**src/pin_readback_map.svh**
```systemverilog
// Purpose: Register indices, field positions and reset values of the pin readback, strap and clock-out block.
// Assumes: Word index times four gives the Wishbone byte address.
// Notes: Definitions only.
`ifndef PIN_READBACK_MAP_SVH
`define PIN_READBACK_MAP_SVH

`define IDX_READBACK_LOWER 14'h0457
`define IDX_READBACK_UPPER 14'h0458
`define IDX_BOOT_LATCHES 14'h045d
`define IDX_OUTPUT_SELECT 14'h045f
`define IDX_FORCE_CTRL 14'h0470
`define IDX_MODE_LOWER 14'h0471
`define IDX_MODE_UPPER 14'h0472

`define LOWER_ZERO_BIT 12
`define UPPER_USED_BITS 2

`define BOOT_IND1_POR_BIT 13
`define BOOT_RXD3_POR_BIT 12
`define BOOT_IND0_BIT 9
`define BOOT_RXD3_RST_BIT 8
`define BOOT_RXD2_BIT 7
`define BOOT_RXD1_BIT 6
`define BOOT_RXD0_BIT 5
`define BOOT_RXCLK_BIT 4
`define BOOT_RXERR_LSB 2
`define BOOT_RXVALID_LSB 0

`define SEL_RSVD_RW_LSB 14
`define SEL_ANA_LINE_BIT 4
`define SEL_IND1_LSB 2
`define SEL_CLKOUT_LSB 0

`define SEL_IND1_STRAPPED 2'h0
`define SEL_IND1_DEFAULT 2'h3
`define SEL_CLKOUT_STRAPPED 2'h3
`define SEL_CLKOUT_DEFAULT 2'h0

`define FORCE_CTRL_BIT 0

`endif

```
**src/pin_readback_pkg.sv**
```systemverilog
// Purpose: Types shared by the pin readback, strap and clock-out block.
// Assumes: Nothing beyond the map header.
// Notes: Constants live in the map header.
`default_nettype none

package pin_readback_pkg;
	typedef logic [15:0] word_t;

	typedef enum logic [1:0] {
		SRC_DAISY_CLOCK = 2'b00,
		SRC_TRANSMIT_TEST_CLOCK = 2'b01,
		SRC_ANALOG_TEST_CLOCK = 2'b10,
		SRC_DIGITAL_CLOCKOUT = 2'b11
	} clk_src_e;
endpackage

`default_nettype wire

```
**src/pin_readback_strap_clkout_mux.sv**
```systemverilog
// Purpose: Pin level readback, boot strap latches and indicator-1 / clock-out source selection.
// Assumes: Classic Wishbone slave, 32-bit data, registers in the low 16 bits; straps steady around reset.
// Notes: One-cycle registered ack; unmapped addresses ack with zero data and drop writes.
//
// How it works
// - Lower readback returns masked live pin levels when forced to input; bit 12 reads 0.
// - Upper readback returns receive data 1 and 2 levels in bits 1-0 likewise.
// - Boot bit 13 holds indicator-1 strap, captured at power-up only.
// - Boot bit 12 holds receive-data-3 strap, captured at power-up only.
// - Boot bit 8 holds receive-data-3 strap, recaptured at every reset.
// - Other boot fields capture their straps at power-up and at every reset.
// - Indicator-1 select: 00 daisy, 01 transmit test, 10 analog test, 11 digital clock.
// - Indicator-1 select resets to 00 when receive-data-3 strap high, else 11.
// - Clock-out select in bits 1-0 uses the same four-source encoding.
// - Clock-out select resets to 11 when receive-data-3 strap high, else 00.
// - Bit 4 of the output select register chooses the analog test clock line.
`default_nettype none
`include "pin_readback_map.svh"

module pin_readback_strap_clkout_mux #(
	parameter int ADR_W = 16
) (
	input wire logic clk_i,
	input wire logic rst_i,
	input wire logic por_i,
	input wire logic cyc_i,
	input wire logic stb_i,
	input wire logic we_i,
	input wire logic [ADR_W-1:0] adr_i,
	input wire logic [3:0] sel_i,
	input wire logic [31:0] dat_i,
	output logic [31:0] dat_o,
	output logic ack_o,
	input wire logic [15:0] pins_lower_i,
	input wire logic [1:0] pins_upper_i,
	input wire logic indicator1_strap_i,
	input wire logic indicator0_strap_i,
	input wire logic rxdata3_strap_i,
	input wire logic rxdata2_strap_i,
	input wire logic rxdata1_strap_i,
	input wire logic rxdata0_strap_i,
	input wire logic rxclock_strap_i,
	input wire logic [1:0] rxerror_strap_i,
	input wire logic [1:0] rxvalid_strap_i,
	input wire logic daisy_clock_i,
	input wire logic transmit_test_clock_i,
	input wire logic analog_test_clock_a_i,
	input wire logic analog_test_clock_b_i,
	input wire logic digital_clockout_i,
	output logic analog_test_line_select_o,
	output logic indicator1_o,
	output logic clockout_o
);

	// Four-way source pick shared by both output pins
	function automatic logic pick_source(
		input pin_readback_pkg::clk_src_e src,
		input logic daisy,
		input logic tx_test,
		input logic ana_test,
		input logic digital
	);
		logic r;
		case (src)
			pin_readback_pkg::SRC_DAISY_CLOCK: r = daisy;
			pin_readback_pkg::SRC_TRANSMIT_TEST_CLOCK: r = tx_test;
			pin_readback_pkg::SRC_ANALOG_TEST_CLOCK: r = ana_test;
			pin_readback_pkg::SRC_DIGITAL_CLOCKOUT: r = digital;
			default: r = daisy;
		endcase
		return r;
	endfunction

	// Readback only shows pins whose direction is forced and whose mode is input
	function automatic pin_readback_pkg::word_t gate_levels(
		input logic force_en,
		input pin_readback_pkg::word_t mode,
		input pin_readback_pkg::word_t levels
	);
		pin_readback_pkg::word_t r;
		r = force_en ? (mode & levels) : 16'h0000;
		return r;
	endfunction

	// Byte-lane merge for writable 16-bit words
	function automatic pin_readback_pkg::word_t merge_lanes(
		input pin_readback_pkg::word_t old_val,
		input logic [31:0] wdata,
		input logic [3:0] lanes
	);
		pin_readback_pkg::word_t r;
		r = old_val;
		if (lanes[0]) begin
			r[7:0] = wdata[7:0];
		end
		if (lanes[1]) begin
			r[15:8] = wdata[15:8];
		end
		return r;
	endfunction

	// Bus handshake state
	logic ack_q, ack_d;
	logic [31:0] dat_q, dat_d;

	// Software-written state
	logic force_q, force_d;
	pin_readback_pkg::word_t mode_lower_q, mode_lower_d;
	logic [1:0] mode_upper_q, mode_upper_d;
	logic [1:0] sel_rsvd_q, sel_rsvd_d;
	logic ana_line_q, ana_line_d;
	pin_readback_pkg::clk_src_e ind1_sel_q, ind1_sel_d;
	pin_readback_pkg::clk_src_e clkout_sel_q, clkout_sel_d;

	// Strap latches
	logic ind1_por_q, ind1_por_d;
	logic rxd3_por_q, rxd3_por_d;
	logic rxd3_rst_q, rxd3_rst_d;
	logic ind0_q, ind0_d;
	logic [2:0] rxd_q, rxd_d;
	logic rxclk_q, rxclk_d;
	logic [1:0] rxerr_q, rxerr_d;
	logic [1:0] rxvalid_q, rxvalid_d;

	// Pin drivers
	logic ind1_pin_q, ind1_pin_d;
	logic clkout_pin_q, clkout_pin_d;

	logic req;
	logic wr;
	logic [13:0] idx;
	pin_readback_pkg::word_t lower_view;
	pin_readback_pkg::word_t upper_view;
	pin_readback_pkg::word_t boot_view;
	pin_readback_pkg::word_t sel_view;
	pin_readback_pkg::word_t sel_new;
	logic ana_clock;

	assign req = cyc_i & stb_i & ~ack_q;
	assign wr = req & we_i;
	assign idx = 14'(adr_i[ADR_W-1:2]);

	always_comb begin
		lower_view = gate_levels(force_q, mode_lower_q, pins_lower_i);
		lower_view[`LOWER_ZERO_BIT] = 1'b0;
		upper_view = gate_levels(force_q, {14'h0000, mode_upper_q}, {14'h0000, pins_upper_i});
		boot_view = 16'h0000;
		boot_view[`BOOT_IND1_POR_BIT] = ind1_por_q;
		boot_view[`BOOT_RXD3_POR_BIT] = rxd3_por_q;
		boot_view[`BOOT_IND0_BIT] = ind0_q;
		boot_view[`BOOT_RXD3_RST_BIT] = rxd3_rst_q;
		boot_view[`BOOT_RXD2_BIT -: 3] = rxd_q;
		boot_view[`BOOT_RXCLK_BIT] = rxclk_q;
		boot_view[`BOOT_RXERR_LSB +: 2] = rxerr_q;
		boot_view[`BOOT_RXVALID_LSB +: 2] = rxvalid_q;
		sel_view = 16'h0000;
		sel_view[`SEL_RSVD_RW_LSB +: 2] = sel_rsvd_q;
		sel_view[`SEL_ANA_LINE_BIT] = ana_line_q;
		sel_view[`SEL_IND1_LSB +: 2] = ind1_sel_q;
		sel_view[`SEL_CLKOUT_LSB +: 2] = clkout_sel_q;
		sel_new = merge_lanes(sel_view, dat_i, sel_i);
	end

	// Wishbone answer: one-cycle ack, registered read data
	always_comb begin
		ack_d = req;
		dat_d = 32'h0000_0000;
		if (req && !we_i) begin
			case (idx)
				`IDX_READBACK_LOWER: dat_d = {16'h0000, lower_view};
				`IDX_READBACK_UPPER: dat_d = {16'h0000, upper_view};
				`IDX_BOOT_LATCHES: dat_d = {16'h0000, boot_view};
				`IDX_OUTPUT_SELECT: dat_d = {16'h0000, sel_view};
				`IDX_FORCE_CTRL: dat_d = {31'h0000_0000, force_q};
				`IDX_MODE_LOWER: dat_d = {16'h0000, mode_lower_q};
				`IDX_MODE_UPPER: dat_d = {30'h0000_0000, mode_upper_q};
				default: dat_d = 32'h0000_0000;
			endcase
		end
	end

	always_ff @(posedge clk_i) begin
		if (rst_i || por_i) begin
			ack_q <= 1'b0;
			dat_q <= 32'h0000_0000;
		end else begin
			ack_q <= ack_d;
			dat_q <= dat_d;
		end
	end

	// Writable registers; read-only words ignore writes
	always_comb begin
		force_d = force_q;
		mode_lower_d = mode_lower_q;
		mode_upper_d = mode_upper_q;
		sel_rsvd_d = sel_rsvd_q;
		ana_line_d = ana_line_q;
		ind1_sel_d = ind1_sel_q;
		clkout_sel_d = clkout_sel_q;
		if (wr) begin
			case (idx)
				`IDX_FORCE_CTRL: begin
					if (sel_i[0]) begin
						force_d = dat_i[`FORCE_CTRL_BIT];
					end
				end
				`IDX_MODE_LOWER: begin
					mode_lower_d = merge_lanes(mode_lower_q, dat_i, sel_i);
				end
				`IDX_MODE_UPPER: begin
					if (sel_i[0]) begin
						mode_upper_d = dat_i[`UPPER_USED_BITS-1:0];
					end
				end
				`IDX_OUTPUT_SELECT: begin
					sel_rsvd_d = sel_new[`SEL_RSVD_RW_LSB +: 2];
					ana_line_d = sel_new[`SEL_ANA_LINE_BIT];
					ind1_sel_d = pin_readback_pkg::clk_src_e'(sel_new[`SEL_IND1_LSB +: 2]);
					clkout_sel_d = pin_readback_pkg::clk_src_e'(sel_new[`SEL_CLKOUT_LSB +: 2]);
				end
				default: begin
					force_d = force_q;
				end
			endcase
		end
	end

	// Select defaults follow the receive-data-3 strap as it stands during reset
	always_ff @(posedge clk_i) begin
		if (rst_i || por_i) begin
			force_q <= 1'b0;
			mode_lower_q <= 16'h0000;
			mode_upper_q <= 2'h0;
			sel_rsvd_q <= 2'h0;
			ana_line_q <= 1'b0;
			ind1_sel_q <= pin_readback_pkg::clk_src_e'(rxdata3_strap_i ? `SEL_IND1_STRAPPED
				: `SEL_IND1_DEFAULT);
			clkout_sel_q <= pin_readback_pkg::clk_src_e'(rxdata3_strap_i ? `SEL_CLKOUT_STRAPPED
				: `SEL_CLKOUT_DEFAULT);
		end else begin
			force_q <= force_d;
			mode_lower_q <= mode_lower_d;
			mode_upper_q <= mode_upper_d;
			sel_rsvd_q <= sel_rsvd_d;
			ana_line_q <= ana_line_d;
			ind1_sel_q <= ind1_sel_d;
			clkout_sel_q <= clkout_sel_d;
		end
	end

	// Strap capture: power-up-only latches ignore the ordinary reset
	always_comb begin
		ind1_por_d = ind1_por_q;
		rxd3_por_d = rxd3_por_q;
		rxd3_rst_d = rxd3_rst_q;
		ind0_d = ind0_q;
		rxd_d = rxd_q;
		rxclk_d = rxclk_q;
		rxerr_d = rxerr_q;
		rxvalid_d = rxvalid_q;
		if (por_i) begin
			ind1_por_d = indicator1_strap_i;
			rxd3_por_d = rxdata3_strap_i;
		end
		if (por_i || rst_i) begin
			rxd3_rst_d = rxdata3_strap_i;
			ind0_d = indicator0_strap_i;
			rxd_d = {rxdata2_strap_i, rxdata1_strap_i, rxdata0_strap_i};
			rxclk_d = rxclock_strap_i;
			rxerr_d = rxerror_strap_i;
			rxvalid_d = rxvalid_strap_i;
		end
	end

	always_ff @(posedge clk_i) begin
		ind1_por_q <= ind1_por_d;
		rxd3_por_q <= rxd3_por_d;
		rxd3_rst_q <= rxd3_rst_d;
		ind0_q <= ind0_d;
		rxd_q <= rxd_d;
		rxclk_q <= rxclk_d;
		rxerr_q <= rxerr_d;
		rxvalid_q <= rxvalid_d;
	end

	// Pins are retimed so they come from flops; sources faster than clk_i are not reproduced faithfully
	always_comb begin
		ana_clock = ana_line_q ? analog_test_clock_b_i : analog_test_clock_a_i;
		ind1_pin_d = pick_source(ind1_sel_q, daisy_clock_i, transmit_test_clock_i, ana_clock,
			digital_clockout_i);
		clkout_pin_d = pick_source(clkout_sel_q, daisy_clock_i, transmit_test_clock_i, ana_clock,
			digital_clockout_i);
	end

	always_ff @(posedge clk_i) begin
		if (rst_i || por_i) begin
			ind1_pin_q <= 1'b0;
			clkout_pin_q <= 1'b0;
		end else begin
			ind1_pin_q <= ind1_pin_d;
			clkout_pin_q <= clkout_pin_d;
		end
	end

	assign ack_o = ack_q;
	assign dat_o = dat_q;
	assign analog_test_line_select_o = ana_line_q;
	assign indicator1_o = ind1_pin_q;
	assign clockout_o = clkout_pin_q;

endmodule

`default_nettype wire

```
**config.mk**
```make
export PLATFORM = sky130hd
export DESIGN_NAME = pin_readback_strap_clkout_mux
export DESIGN_NICKNAME = d
export VERILOG_FILES = /design/src/pin_readback_pkg.sv /design/src/pin_readback_strap_clkout_mux.sv
export VERILOG_INCLUDE_DIRS = /design/src
export SDC_FILE = /design/constraint.sdc
export NUM_CORES = 1
export LEC_CHECK = 0
export CORE_MARGIN = 5
export CORE_UTILIZATION = 45
export DETAILED_ROUTE_END_ITERATION = 8
export DONT_BUFFER_PORTS = 1
export PLACE_DENSITY_LB_ADDON = 0.1
export SLEW_MARGIN = 20
export SYNTH_ARGS = -nofsm -noshare
export SYNTH_HDL_FRONTEND = slang
export SYNTH_SLANG_ARGS = --single-unit
```
**constraint.sdc**
```tcl
create_clock -name clk_i -period 1.63 [get_ports clk_i]
set_input_delay 0.0815 -clock clk_i [delete_from_list [all_inputs] [get_ports clk_i]]
set_output_delay 0.0815 -clock clk_i [all_outputs]
set_load 0.05 [all_outputs]
```
== Word-level counts from Yosys, hierarchy flattened ==
Cells that the tools add are included.

* Flip-flop bits (word level): 73

* Bitwise operators: 7
* Equality and inequality tests: 13
* Multiplexer cells: 15
* Reductions and logical operators: 16

{| class="wikitable"
|+ Operators by type and width
! cell !! count
|-
| case mux 16 bit (7 select lines) || 1
|-
| == test 14 x 11 -> 1 bit, second input constant || 7
|-
| AND reduction 3 bit || 7
|-
| two-way mux 2 bit || 9
|-
| AND 16 bit || 1
|-
| two-way mux 16 bit || 1
|-
| == test 2 bit, second input constant || 4
|-
| case mux 1 bit (4 select lines) || 2
|-
| nonzero test 2 bit || 3
|-
| == test 2 x 1 -> 1 bit, second input constant || 2
|-
| logical NOT 2 bit || 2
|-
| two-way mux 4 bit || 1
|-
| AND 1 bit || 3
|-
| AND 2 bit || 1
|-
| inverter 1 bit || 2
|-
| OR reduction 2 bit || 1
|-
| logical AND 1 bit || 1
|-
| logical NOT 1 bit || 1
|-
| logical OR 1 bit || 1
|-
| two-way mux 1 bit || 1
|}

== Logic depth before layout (Yosys ltp) ==
* Word-level depth: 5
* Mapped depth: 8
* Gate-level depth less buffers: 6

== Least setup slack after synthesis ==
No wires, ideal clock.

* Kind: register to register
* Start: register ack_q, in the netlist ack_o
* End: register clkout_sel_q[0], enable pin
* Stages on the path, launching flop included: 5
* Slack: -0.195 ns
* Library setup time: 0.310 ns
* Arrival: 1.515 ns
* Cells stage by stage: dfxtp_1 > and4b_1 > nand2_1 > nor4_1 > nand2b_1

* Word-level cells in the longest chain between the ends: 5

{| class="wikitable"
|+ Ends and longest elaborated chain
! element !! RTL line !! text
|-
| from (decl) || pin_readback_strap_clkout_mux.sv:103 || <nowiki>logic ack_q, ack_d;</nowiki>
|-
| from (signal assigned) || pin_readback_strap_clkout_mux.sv:187 || <nowiki>ack_q <= ack_d;</nowiki>
|-
| inverter 1 bit || pin_readback_strap_clkout_mux.sv:139 || <nowiki>assign req = cyc_i & stb_i & ~ack_q;</nowiki>
|-
| AND 1 bit || pin_readback_strap_clkout_mux.sv:139 ||
|-
| AND 1 bit || pin_readback_strap_clkout_mux.sv:140 || <nowiki>assign wr = req & we_i;</nowiki>
|-
| nonzero test 2 bit (no source line) || - ||
|-
| AND reduction 3 bit (no source line) || - ||
|-
| to (signal assigned) || pin_readback_strap_clkout_mux.sv:239 || <nowiki>clkout_sel_q <= pin_readback_pkg::clk_src_e'(rxdata3_strap_i ? `SEL_CLKOUT_STRAPPED</nowiki>
|-
| to (signal assigned) || pin_readback_strap_clkout_mux.sv:248 || <nowiki>clkout_sel_q <= clkout_sel_d;</nowiki>
|-
| to (decl) || pin_readback_strap_clkout_mux.sv:113 || <nowiki>pin_readback_pkg::clk_src_e clkout_sel_q, clkout_sel_d;</nowiki>
|}

Every way passes these cells.
A chain may end at the register's enable or synchronous reset.

== Worst setup path in the final report ==
* Start: register ack_q, in the netlist ack_o
* End: register dat_q[11], in the netlist dat_o[11]

* Word-level cells in the longest chain between the ends: 5

{| class="wikitable"
|+ Ends and longest elaborated chain
! element !! RTL line !! text
|-
| inverter 1 bit || pin_readback_strap_clkout_mux.sv:139 ||
|-
| AND 1 bit || pin_readback_strap_clkout_mux.sv:139 ||
|-
| logical AND 1 bit || pin_readback_strap_clkout_mux.sv:168 || <nowiki>if (req && !we_i) begin</nowiki>
|-
| inverter 1 bit (no source line) || - ||
|-
| OR reduction 2 bit (no source line) || - ||
|-
| to (signal assigned) || pin_readback_strap_clkout_mux.sv:188 || <nowiki>dat_q <= dat_d;</nowiki>
|-
| to (decl) || pin_readback_strap_clkout_mux.sv:104 || <nowiki>logic [31:0] dat_q, dat_d;</nowiki>
|}

Every way passes these cells.

==> results_dict.tcl <==
set metrics [dict create \
    final_antenna_net_count 0 \
    synthCells 271 \
    vias 2149 \
    viasPerCell 5.27 \
    cts_buffers 9 \
    io_pins 128 \
    reg2regPathDepth 5 \
    synth-simple-area-share 0.243 \
    syn_area_sq_um 2660 \
    synth.largest_area_cell "dfxtp_1" \
    finClkSkew_ns 0.00580 \
    final_cell_mix "dfxtp_1, dlygate4sd3_1, nand2_1" \
    synth_xor_area_frac 0 \
    grt_overflow 0 \
    timing.final.crit_share 0.940 \
    antenna_found_initial 0 \
    leakagePower_uw 0.00118 \
    clockBufferDepth 2 \
    finalMaxSlewViolations 0 \
    final_common_cell "dfxtp_1" \
    netlist_top_cells_area "dfxtp_1, edfxtp_1, mux2i_1" \
    antenna_cells 0 \
    clkTransAtPathRegs_ns 0.06 \
    grt_pass1_vias 2110 \
    r2r-end "dat_o[11]$_SDFF_PP0_" \
    drive_above_1_share 0.156 \
    synth_top_family_by_area "simple AND/OR/NAND/NOR gates" \
    die_h_microns 86.9 \
    die-area_sq_um 7550 \
    area_growth_pct 28.1 \
    slowest_stage "or4_1" \
    cpLargestDelayFamily "simple AND/OR/NAND/NOR gates" \
    synth_seq_cells 57 \
    worstHoldStart "transmit_test_clock_i" \
    cpPeakStageDelay_ns 0.45 \
    core_sq_um 5820 \
    critPathRequiredTime_ns 1.88 \
    min_to "clockout_o$_SDFF_PN0_" \
    grt_pass1_wl_mm 10.4 \
    synth_top_area_share 0.309 \
    synth_compound_area_frac 0.114 \
    insertion_delay_ns 0.33 \
    worst_pin_slew_ns 0.511 \
    hold_path_class "in2reg" \
    first_pass_iters 4 \
    clkSinkCount 57 \
    gp_congestion 0.845 \
    cts_tree "yes" \
    initial_core_util 0.457 \
    portBuffers 0 \
    relSlewSlack 0.659 \
    drtIter0Drc 106 \
    ys_warn_count 0 \
    reg2reg_setup_slack_ns 0.1 \
    finalCriticalPeriod_ns 1.53 \
    drc 0 \
    drt-total-wl_mm 6.82 \
    htreeDepth 3 \
    setup_violations 0 \
    crit_path_max_fanout 16 \
    root_buffer "clkbuf_8" \
    irDropWorstVdd_uv 590 \
    crit_chain "nor3_2, nand3_1, or4_1, buf_6, nor3b_1" \
    nets 420 \
    max_freq_mhz 652 \
    grt_max_degree 32 \
    ys_async_sr_fraction 0 \
    timing.critical_path.buf_inv 1 \
    synth_fa_ha_area_frac 0 \
    synth_edf_count 16 \
    hold_path_depth 2 \
    crit_arrival_ns 1.78 \
    yosysSeqAreaShare 0.489 \
    maxCapViolCount 0 \
    worst_slack_ns 0.0974 \
    grt_util_all_layers 0.182 \
    rows 28 \
    n_fill_cell 518 \
    finalHoldViolations 0 \
    p_per_area_nw_per_um2 907 \
    hpwlAfterDp_mm 4.74 \
    wl_per_cell_microns 16.7 \
    r2r-start "ack_o$_SDFF_PN0_" \
    die_w_microns 86.9 \
    p_total_uw 3090 \
    synth_cell_types 47 \
    place_ws_ns -0.0121 \
    crit_type "reg2reg" \
    startpoint_type "flip-flop" \
    status "complete, no violations" \
    cp-end-kind "flip-flop" \
    syn_area_per_cell_sq_um 9.81 \
    synth.area.mux_share 0.0847 \
    synth_flop_cell "dfxtp_1" \
]
## cell type report
cell class	count	area (sq um)	area share
inverter	2	7.51	0.00220
tap	75	93.8	0.0276
timing repair buffer	57	549	0.161
clock buffer	14	184	0.0540
clock inverter	2	10.0	0.00294
multi-input combinational	201	1260	0.370
sequential	57	1300	0.382
## cell families after synthesis
logic type	Yosys count
other	1
buffers and inverters	28
flip-flops	57
multiplexers	22
AND/OR/NAND/NOR	112
AO/OA/AOI/OAI	51
## sequential cells by signal, summed over array words and instances, names as in the netlist
| signal | cells |
|---|---|
| rxvalid_q | 2 |
| rxd3_por_q | 1 |
| indicator1_o | 1 |
| dat_o | 16 |
| rxd3_rst_q | 1 |
| rxerr_q | 2 |
| mode_upper_q | 2 |
| ack_o | 1 |
| ind1_sel_q | 2 |
| rxd_q | 3 |
| rxclk_q | 1 |
| analog_test_line_select_o | 1 |
| ind1_por_q | 1 |
| clkout_sel_q | 2 |
| force_q | 1 |
| mode_lower_q | 16 |
| clockout_o | 1 |
| sel_rsvd_q | 2 |
| ind0_q | 1 |
## worst max path at each step
stage / start / to / cells after the start
6_report: ack_o$_SDFF_PN0_ / dat_o[11]$_SDFF_PP0_ / 5
3_5_place_dp: adr_i[11] / ind1_sel_q[1]$_DFFE_PP_ / 4
3_3_place_gp: adr_i[11] / clkout_sel_q[1]$_DFFE_PP_ / 4
5_1_grt: ack_o$_SDFF_PN0_ / dat_o[11]$_SDFF_PP0_ / 5
4_1_cts: ack_o$_SDFF_PN0_ / dat_o[11]$_SDFF_PP0_ / 5
2_1_floorplan: ack_o$_SDFF_PN0_ / mode_lower_q[10]$_SDFFE_PN0P_ / 5
## power by group
part	internal, uW	total (uW)	switching, uW	leakage (uW)
combinational	111	279	168	0.000590
sequential	1500	1540	33.3	0.000493
clock	724	1270	551	0.000102
total	2340	3090	751	0.00118
## synthesized netlist by cell type (5+ instances only)
cell / count
o21ai_0: 10
mux2i_1: 18
nand3_1: 11
and2_0: 12
nand2_1: 31
buf_4: 16
a21oi_1: 16
o21ai_1: 9
edfxtp_1: 16
a211oi_1: 5
nor2_1: 24
dfxtp_1: 41
## per-stage QoR
step / utilization / hold slack, ns / instances / instance area, sq um / setup TNS (ns)
6_report: 0.586 / 0.0332 / 408 / 3410 / 0
5_1_grt: 0.586 / 0.0384 / 408 / 3410 / -0.0213
4_1_cts: 0.583 / 0.0168 / 408 / 3390 / 0
3_5_place_dp: 0.486 / 0.180 / 355 / 2830 / -0.0482
3_3_place_gp: 0.486 / 0.180 / 355 / 2830 / 0
2_1_floorplan: - / 0.180 / 286 / 2730 / 0
## what timing repair did
action / CTS / global route
hold buffers: 37 / 0
gates resized for setup: 0 / 3
setup endpoints to repair: 0 / 4
endpoints found under the hold margin: 47 / 0
buffers inserted: 0 / 0
## per-layer routing
layer | routed length [microns] | vias to the layer above | global-route usage
li1 | - | 1053 | -
met5 | 0 | - | 0
met2 | 3380 | 84 | 0.296
met4 | 51 | 0 | 0.0567
met1 | 2870 | 1006 | 0.221
met3 | 522 | 6 | 0.0719
Note: power is estimated with default switching activity, not from simulation.
